===== src/include/wcw_consts.vh =====
// constants for the write-once configuration and watchdog block
`ifndef WCW_CONSTS_VH
`define WCW_CONSTS_VH

// register indices; byte address is four times the index
`define WCW_IDX_CFG_B 16'h001e
`define WCW_IDX_CFG_A 16'h001f
`define WCW_IDX_SERVICE 16'hffff
`define WCW_IDX_CAUSE 16'h0001

// option_config_b fields
`define WCW_B_TB_DIV128 3
`define WCW_B_OSC_RUN 1
`define WCW_B_BAUD_SRC 0
`define WCW_CFG_B_RST 8'h01
`define WCW_CFG_B_MASK 8'h0b

// option_config_a fields
`define WCW_A_WD_RATE 7
`define WCW_A_LV_STOP 6
`define WCW_A_LV_RSTD 5
`define WCW_A_LV_PWRD 4
`define WCW_A_LV_TRIP 3
`define WCW_A_SHORT_STOP_RECOVERY 2
`define WCW_A_STOP_EN 1
`define WCW_A_WD_DIS 0
`define WCW_CFG_A_RST 8'h00

// reset cause fields
`define WCW_C_WD 0

// timing counts in oscillator cycles
`define WCW_WD_LONG 18'd262128
`define WCW_WD_SHORT 18'd8176
`define WCW_WD_PULSE 13'd32
`define WCW_REC_SHORT 13'd32
`define WCW_REC_LONG 13'd4096
`define WCW_POR_DELAY 13'd4096

`endif


===== src/rtl/wcw_config_watchdog.v =====
// write-once option registers and watchdog behind a classic wishbone slave
//
// The Wishbone register port was decided locally.
`timescale 1ns/100ps
// Summary of operation
// - each option register takes one write per reset, readable always
// - trip mode bit cleared only by power-on reset, written once per power-on
// - timebase select bit inserts extra divide-by-128 prescaler
// - oscillator runs in stop only when run-in-stop bit set
// - baud source bit: 1 bus clock (default), 0 oscillator clock
// - rate bit: 8176 cycles when 1, 262128 when 0, reset clears
// - low-voltage stop enable keeps monitor running in stop unless powered down
// - low-voltage reset disable bit suppresses monitor resets
// - low-voltage power down bit powers the monitor off
// - stop recovery 32 cycles when short bit set, else 4096
// - stop exit by low-voltage reset always uses long recovery
// - stop instruction illegal when stop enable clear, else enters stop
// - watchdog disable bit 1 disables, 0 (reset) enables watchdog
// - 6-bit counter after 12-bit prescaler; overflow requests reset
// - service write clears counter and prescaler stages 12 to 5
// - service read returns reset vector low byte, no clear
// - watchdog reset drives reset pin low 32 cycles, sets cause flag
// - internal reset clears all; stop and vector fetch clear prescaler
// - power-on clears prescaler after 4096 oscillator cycles
// - test voltage on either pin in monitor, or on reset pin in break, disables watchdog
// - stop gates oscillator from watchdog and clears prescaler; wait keeps it
`include "wcw_consts.vh"

module wcw_config_watchdog (
    input wire clk_i,
    input wire rst_i,
    input wire por_i,
    input wire cyc_i,
    input wire stb_i,
    input wire we_i,
    input wire [17:0] adr_i,
    input wire [3:0] sel_i,
    input wire [31:0] dat_i,
    output reg [31:0] dat_o,
    output reg ack_o,
    input wire osc_tick_i,
    input wire [7:0] reset_vec_lo_i,
    input wire stop_instr_i,
    input wire wake_i,
    input wire wake_by_lvm_i,
    input wire vector_fetch_i,
    input wire monitor_mode_i,
    input wire break_i,
    input wire rst_pin_tst_i,
    input wire irq_pin_tst_i,
    input wire lvm_reset_req_i,
    output reg rst_pin_o,
    output reg rst_pin_oe_o,
    output reg wd_reset_o,
    output reg illegal_opcode_o,
    output reg stop_mode_o,
    output reg stop_done_o,
    output reg osc_run_o,
    output reg timebase_div128_o,
    output reg serial_baud_clock_source_o,
    output reg low_volt_trip_mode_o,
    output reg low_volt_power_o,
    output reg low_volt_stop_run_o,
    output reg low_volt_reset_o
);

////////////////////////////////////////////////////////////////////////////////
// state
localparam [2:0] ST_RUN = 3'b001;
localparam [2:0] ST_STOP = 3'b010;
localparam [2:0] ST_RECOVER = 3'b100;

reg [7:0] cfg_a_ff;
reg [7:0] cfg_b_ff;
reg cfg_a_done_ff;
reg cfg_b_done_ff;
reg trip_ff;
reg trip_done_ff;
reg cause_wd_ff;
reg [17:0] chain_ff;
reg [12:0] pulse_cnt_ff;
reg [12:0] rec_cnt_ff;
reg [12:0] rec_len_ff;
reg [12:0] por_cnt_ff;
reg por_wait_ff;
reg [2:0] state_ff;

reg [2:0] nxt_state;
reg [17:0] nxt_chain;
reg wd_overflow;

////////////////////////////////////////////////////////////////////////////////
// bus decode
wire [15:0] idx = adr_i[17:2];
wire req = cyc_i && stb_i && !ack_o;
wire wr_b0 = req && we_i && sel_i[0];
wire rd = req && !we_i;
wire hit_a = idx == `WCW_IDX_CFG_A;
wire hit_b = idx == `WCW_IDX_CFG_B;
wire hit_srv = idx == `WCW_IDX_SERVICE;
wire hit_cause = idx == `WCW_IDX_CAUSE;

function [7:0] read_mux;
    input [15:0] f_idx;
    begin
        case (f_idx)
            `WCW_IDX_CFG_A: read_mux = {cfg_a_ff[7:4], trip_ff, cfg_a_ff[2:0]};
            `WCW_IDX_CFG_B: read_mux = cfg_b_ff;
            `WCW_IDX_SERVICE: read_mux = reset_vec_lo_i;
            `WCW_IDX_CAUSE: read_mux = {7'h00, cause_wd_ff};
            default: read_mux = 8'h00;
        endcase
    end
endfunction

// ack one cycle after the request; the !ack_o term stops a second ack
always @(posedge clk_i) begin
    if (rst_i) begin
        ack_o <= 1'b0;
        dat_o <= 32'h00000000;
    end else begin
        ack_o <= req;
        if (rd) begin
            dat_o <= {24'h000000, read_mux(idx)};
        end
    end
end

////////////////////////////////////////////////////////////////////////////////
// option registers
wire svc_wr = req && we_i && hit_srv;
wire wd_rate = cfg_a_ff[`WCW_A_WD_RATE];
wire wd_dis_bit = cfg_a_ff[`WCW_A_WD_DIS];
wire lv_pwrd = cfg_a_ff[`WCW_A_LV_PWRD];

always @(posedge clk_i) begin
    if (rst_i) begin
        cfg_a_ff <= `WCW_CFG_A_RST;
        cfg_b_ff <= `WCW_CFG_B_RST;
        cfg_a_done_ff <= 1'b0;
        cfg_b_done_ff <= 1'b0;
    end else begin
        if (wr_b0 && hit_a && !cfg_a_done_ff) begin
            cfg_a_ff <= dat_i[7:0];
            cfg_a_done_ff <= 1'b1;
        end
        if (wr_b0 && hit_b && !cfg_b_done_ff) begin
            cfg_b_ff <= dat_i[7:0] & `WCW_CFG_B_MASK;
            cfg_b_done_ff <= 1'b1;
        end
    end
end

// trip mode lives across ordinary resets
always @(posedge clk_i) begin
    if (por_i) begin
        trip_ff <= 1'b0;
        trip_done_ff <= 1'b0;
    end else if (!rst_i && wr_b0 && hit_a && !trip_done_ff) begin
        trip_ff <= dat_i[`WCW_A_LV_TRIP];
        trip_done_ff <= 1'b1;
    end
end

// an overflow in a reset cycle is dropped, the chain is being cleared then
wire wd_fire = wd_overflow && !rst_i;

// watchdog cause survives ordinary resets; set wins over read clear
always @(posedge clk_i) begin
    if (por_i) begin
        cause_wd_ff <= 1'b0;
    end else if (wd_fire) begin
        cause_wd_ff <= 1'b1;
    end else if (!rst_i && rd && hit_cause) begin
        cause_wd_ff <= 1'b0;
    end
end

////////////////////////////////////////////////////////////////////////////////
// stop mode sequencing
wire stop_en = cfg_a_ff[`WCW_A_STOP_EN];
wire stop_go = stop_instr_i && stop_en && state_ff == ST_RUN;
wire rec_end = state_ff == ST_RECOVER && osc_tick_i && rec_cnt_ff == rec_len_ff - 13'd1;

always @* begin
    nxt_state = state_ff;
    case (state_ff)
        ST_RUN: begin
            if (stop_go) begin
                nxt_state = ST_STOP;
            end
        end
        ST_STOP: begin
            if (wake_i || wake_by_lvm_i) begin
                nxt_state = ST_RECOVER;
            end
        end
        ST_RECOVER: begin
            if (rec_end) begin
                nxt_state = ST_RUN;
            end
        end
        default: nxt_state = ST_RUN;
    endcase
end

always @(posedge clk_i) begin
    if (rst_i) begin
        state_ff <= ST_RUN;
        rec_cnt_ff <= 13'd0;
        rec_len_ff <= `WCW_REC_LONG;
        illegal_opcode_o <= 1'b0;
        stop_done_o <= 1'b0;
        stop_mode_o <= 1'b0;
    end else begin
        state_ff <= nxt_state;
        illegal_opcode_o <= stop_instr_i && !stop_en && state_ff == ST_RUN;
        stop_done_o <= rec_end;
        stop_mode_o <= nxt_state != ST_RUN;
        // length follows the wake cause seen on the wake cycle itself
        if (state_ff == ST_STOP) begin
            rec_cnt_ff <= 13'd0;
            if (cfg_a_ff[`WCW_A_SHORT_STOP_RECOVERY] && !wake_by_lvm_i) begin
                rec_len_ff <= `WCW_REC_SHORT;
            end else begin
                rec_len_ff <= `WCW_REC_LONG;
            end
        end else if (state_ff == ST_RECOVER && osc_tick_i) begin
            rec_cnt_ff <= rec_cnt_ff + 13'd1;
        end
    end
end

////////////////////////////////////////////////////////////////////////////////
// power-on prescaler clear
// runs from power-up only; ordinary resets leave the timer alone
wire por_clear = por_wait_ff && osc_tick_i && por_cnt_ff == `WCW_POR_DELAY - 13'd1;

always @(posedge clk_i) begin
    if (por_i) begin
        por_wait_ff <= 1'b1;
        por_cnt_ff <= 13'd0;
    end else if (por_wait_ff && osc_tick_i) begin
        por_cnt_ff <= por_cnt_ff + 13'd1;
        if (por_clear) begin
            por_wait_ff <= 1'b0;
        end
    end
end

////////////////////////////////////////////////////////////////////////////////
// watchdog chain: bits 11:0 prescaler, 17:12 counter
// test voltage on a pin overrides a clear disable bit
wire tst_block = (monitor_mode_i && (rst_pin_tst_i || irq_pin_tst_i))
    || (break_i && rst_pin_tst_i);
wire wd_off = wd_dis_bit || tst_block;
wire wd_tick = osc_tick_i && state_ff == ST_RUN;
wire pre_clear = (state_ff == ST_RUN && stop_instr_i) || vector_fetch_i || por_clear;
wire [17:0] wd_limit = wd_rate ? `WCW_WD_SHORT : `WCW_WD_LONG;

always @* begin
    nxt_chain = chain_ff;
    wd_overflow = 1'b0;
    if (wd_off) begin
        nxt_chain = 18'h00000;
    end else begin
        if (wd_tick) begin
            nxt_chain = chain_ff + 18'h00001;
            // compare with >= so a late switch to the short rate cannot run past it
            if (nxt_chain >= wd_limit) begin
                wd_overflow = 1'b1;
                nxt_chain = 18'h00000;
            end
        end
        // stages 4 to 1 survive, so the next timeout may be up to 15 ticks short
        if (svc_wr) begin
            nxt_chain = {14'h0000, nxt_chain[3:0]};
        end
        if (pre_clear || state_ff != ST_RUN) begin
            nxt_chain = {nxt_chain[17:12], 12'h000};
        end
    end
end

always @(posedge clk_i) begin
    if (rst_i) begin
        chain_ff <= 18'h00000;
    end else begin
        chain_ff <= nxt_chain;
    end
end

////////////////////////////////////////////////////////////////////////////////
// reset pin pulse, kept through the reset it causes
always @(posedge clk_i) begin
    if (por_i) begin
        pulse_cnt_ff <= 13'd0;
        rst_pin_oe_o <= 1'b0;
        wd_reset_o <= 1'b0;
    end else if (wd_fire) begin
        pulse_cnt_ff <= `WCW_WD_PULSE;
        rst_pin_oe_o <= 1'b1;
        wd_reset_o <= 1'b1;
    end else if (pulse_cnt_ff != 13'd0) begin
        if (osc_tick_i) begin
            pulse_cnt_ff <= pulse_cnt_ff - 13'd1;
            if (pulse_cnt_ff == 13'd1) begin
                rst_pin_oe_o <= 1'b0;
                wd_reset_o <= 1'b0;
            end
        end
    end
end

always @(posedge clk_i) begin
    rst_pin_o <= 1'b0;
end

////////////////////////////////////////////////////////////////////////////////
// option outputs
always @(posedge clk_i) begin
    if (rst_i) begin
        osc_run_o <= 1'b1;
        timebase_div128_o <= 1'b0;
        serial_baud_clock_source_o <= 1'b1;
        low_volt_trip_mode_o <= 1'b0;
        low_volt_power_o <= 1'b1;
        low_volt_stop_run_o <= 1'b0;
        low_volt_reset_o <= 1'b0;
    end else begin
        // recovery counts osc ticks, so the oscillator halts only in stop proper
        osc_run_o <= nxt_state != ST_STOP || cfg_b_ff[`WCW_B_OSC_RUN];
        timebase_div128_o <= cfg_b_ff[`WCW_B_TB_DIV128];
        serial_baud_clock_source_o <= cfg_b_ff[`WCW_B_BAUD_SRC];
        low_volt_trip_mode_o <= trip_ff;
        low_volt_power_o <= !lv_pwrd;
        low_volt_stop_run_o <= cfg_a_ff[`WCW_A_LV_STOP] && !lv_pwrd;
        low_volt_reset_o <= lvm_reset_req_i && !cfg_a_ff[`WCW_A_LV_RSTD];
    end
end

endmodule // wcw_config_watchdog


===== config.mk =====
export PLATFORM = sky130hd
export DESIGN_NAME = wcw_config_watchdog
export DESIGN_NICKNAME = d
export VERILOG_FILES = /design/src/rtl/wcw_config_watchdog.v
export VERILOG_INCLUDE_DIRS = /design/src /design/src/include
export SDC_FILE = /design/constraint.sdc
export NUM_CORES = 1
export LEC_CHECK = 0
export ABC_CLOCK_PERIOD_IN_PS = 3300
export BUFFER_PORTS_ARGS = -buffer_cell sky130_fd_sc_hd__buf_2
export CORE_MARGIN = 2
export CORE_UTILIZATION = 53
export CTS_CLUSTER_DIAMETER = 150
export DETAILED_ROUTE_END_ITERATION = 7
export GPL_ROUTABILITY_DRIVEN = 0
export PLACE_DENSITY = 0.8
export SETUP_SLACK_MARGIN = 0.5
export SLEW_MARGIN = 20
export SYNTH_ARGS = -nofsm -noshare
export SYNTH_HDL_FRONTEND = slang
export SYNTH_SLANG_ARGS = --single-unit

===== constraint.sdc =====
create_clock -name clk_i -period 3.3 [get_ports clk_i]
set_input_delay 0.165 -clock clk_i [delete_from_list [all_inputs] [get_ports clk_i]]
set_output_delay 0.165 -clock clk_i [all_outputs]
set_load 0.03 [all_outputs]

==> impl_metrics.tcl <==
set metrics [dict create \
    outcome "finished clean" \
    std_cell_rows 34 \
    dp_hpwl_mm 7.21 \
    initial_core_util_pct 55.1 \
    synthFlopType "dfxtp_1" \
    hold_depth 3 \
    ys_seq_elements 98 \
    final-instance-count-excl-fill 738 \
    clockBufferDepth 2 \
    synth_cell_type_count 66 \
    antenna_cells 0 \
    multi_input_area_sq_um 2720 \
    async_flop_share_pct 0 \
    fin_nets 714 \
    p_per_area_nw_per_um2 383 \
    port_buffers 69 \
    critPathMaxFanout 7 \
    clock-sinks 98 \
    cts.reportedPaths.clkPinSlew_ns 0.11 \
    final_cell_mix "nor2_1, dfxtp_1, buf_2" \
    die_h_um 99.4 \
    setup_violations 0 \
    syn_area_per_cell_sq_um 8.71 \
    die_w_um 99.4 \
    cts_tree "done" \
    rr_worst_depth 14 \
    min_path_type "input pin to flip-flop" \
    p_leak_nw 2.07 \
    synth_edf_count 0 \
    post-route-util_pct 62.6 \
    yosys.area_share.simple_pct 27.5 \
    synth_top_cell_by_area "dfxtp_1" \
    synthesis.instances 554 \
    antenna_found_initial 0 \
    worstPathCellList "ha_4 > nand3_1 > nor2_2 > nand3_1 > xnor2_1 > ha_1 > nand4_1 > nor3_2 > o221a_2 > a21oi_4 > buf_4 > o21ai_0 > buf_4 > nor2_1" \
    fp.dieArea_sq_um 9890 \
    final.fill_count 759 \
    yosys.area.top_type_share_pct 40.6 \
    clk_latency_ns 0.37 \
    finalInstanceArea_sq_um 5490 \
    routed_via_density 5.52 \
    final_common_cell "nor2_1" \
    required_ns 3.57 \
    htreeDepth 3 \
    dpl.cell_count 721 \
    wl_per_cell_um 13.6 \
    drive_gt1_share_pct 22.2 \
    cts_root_buf "clkbuf_8" \
    drt-total-wl_mm 10.1 \
    synthMuxAreaShare_pct 2.49 \
    end_kind "flip-flop" \
    tightest_slew_ns 0.694 \
    ys_seq_area_share_pct 40.6 \
    critPathSlowestCell "dfxtp_4" \
    gr-total-overflow 0 \
    core_area_sq_um 8760 \
    min_delay_worst_endpoint "cfg_a_ff[4]" \
    fmax_mhz 370 \
    rsz0062_at_grt "false" \
    timing.final.crit_share_pct 81.9 \
    synthAdderAreaFrac_pct 2.85 \
    hold_viol_final 0 \
    netlist_top_cells_area "dfxtp_1, nor2_1, xor2_1" \
    area_growth_pct 13.7 \
    synth_top_family_by_area "simple AND/OR/NAND/NOR gates" \
    vias 4071 \
    cts_buffers 9 \
    crit_buf_inv 2 \
    register_area_sq_um 1980 \
    drtIter0Drc 184 \
    maxCapViolations 0 \
    grt_pass1_wl_mm 16.9 \
    route.detailed.drc 0 \
    reg2reg_from "chain_ff[0]" \
    cp-start-kind "flip-flop" \
    drtAntennaViolNets 0 \
    skew_ns 0.0126 \
    syn_area_sq_um 4830 \
    synth_compound_area_share_pct 10.7 \
    r2r_slack_ns 0.60 \
    max_slew_margin_pct 53.4 \
    grt_pass1_vias 3894 \
    drtPass1Iterations 5 \
    critical_path_class "flip-flop to flip-flop" \
    dpl_cell_area_sq_um 5190 \
    grt_max_degree 41 \
    cts-hold-fix-buffers 0 \
    vdd_drop_max_v 0.000229 \
    fin_tns_setup_ns 0 \
    critPathTopFamily "simple AND/OR/NAND/NOR gates" \
    grt_usage_pct 20.5 \
    io_pins 124 \
    min-delay-start "dat_i[4]" \
    drv_slew 0 \
    layout_min_cycle_time_ns 2.70 \
    ys_warn_count 0 \
    cp.arrival_ns 2.97 \
    synth_xor_area_share_pct 9.23 \
    reg2reg_to "chain_ff[12]" \
    cpPeakStageDelay_ns 0.41 \
]
[worst min-delay path: stages]
cell     delay [ns]
buf_2          0.07
mux2i_1        0.05
nor2_1         0.08
[final cells by class]
| class | count | area share (%) |
|---|---|---|
| sequential | 98 | 36.1 |
| tap | 108 | 2.46 |
| inverter | 10 | 0.684 |
| timing repair buffer | 79 | 7.66 |
| clock buffer | 9 | 2.26 |
| clock inverter | 7 | 1.30 |
| multi-input combinational | 427 | 49.6 |
[Yosys cell counts, drive strengths merged, types with 9 or more instances]
master	instances
dfxtp	98
nor2	91
nand2	36
buf	33
nand3	31
xor2	27
xnor2	23
a21oi	21
nor3	17
mux2i	12
nand4	12
nor4	12
ha	11
clkbuf	10
inv	10
nand2b	10
o21ai	9
[worst max path at each step]
stage	start	endpoint	cells after the start
6_report	chain_ff[0]	chain_ff[12]	14
5_1_grt	chain_ff[6]	chain_ff[12]	13
4_1_cts	chain_ff[0]	wd_reset_o	13
3_5_place_dp	chain_ff[0]	chain_ff[8]	13
3_3_place_gp	chain_ff[0]	chain_ff[7]	13
2_1_floorplan	chain_ff[0]	pulse_cnt_ff[10]	13
[repair_timing]
action	4_1_cts	5_1_grt
endpoints found under the setup margin	31	32
pin swaps	0	3
gates resized for setup	14	17
buffers inserted	0	1
[sequential cells by signal, indices dropped and copies added (netlist names), 3 cells and up]
signal	count
cfg_b_ff	3
dat_o	8
state_ff	3
por_cnt_ff	13
pulse_cnt_ff	13
chain_ff	18
cfg_a_ff	7
rec_cnt_ff	13
[kinds of logic (layout without fill, tap and decap cells)]
group	Yosys count	after routing
mux	12	12
simple gates	256	256
flops	98	98
xor+xnor	50	50
other cells	1	25
compound gates	73	73
buf+inv	53	105
fa+ha+maj	11	11
[through the flow]
step	setup WS [ns]	power [mW]	hold WS (ns)
2_1_floorplan	0.688	1.34	0.298
3_3_place_gp	0.389	1.36	0.400
3_5_place_dp	0.345	1.37	0.410
4_1_cts	0.505	2.11	0.0177
5_1_grt	0.494	2.17	0.0403
6_report	0.597	2.10	0.0293
[layer usage]
layer  wire (um)  share of wire, %  GRT usage (%)  up-vias
met2        4790                48           34.9      112
met5           0                 0              0        -
li1            -                 -              -     2041
met1        4590                46           26.0     1901
met3         508               5.1           3.72       17
met4         173               1.7           7.80        0
[power breakdown]
part	total (mW)	switching (mW)	internal [mW]	leakage, nW
Sequential	1.19	0.00532	1.19	0.797
Clock	0.763	0.466	0.296	0.0979
Combinational	0.146	0.105	0.0415	1.18
No activity file was read; power rests on OpenSTA's default activity.
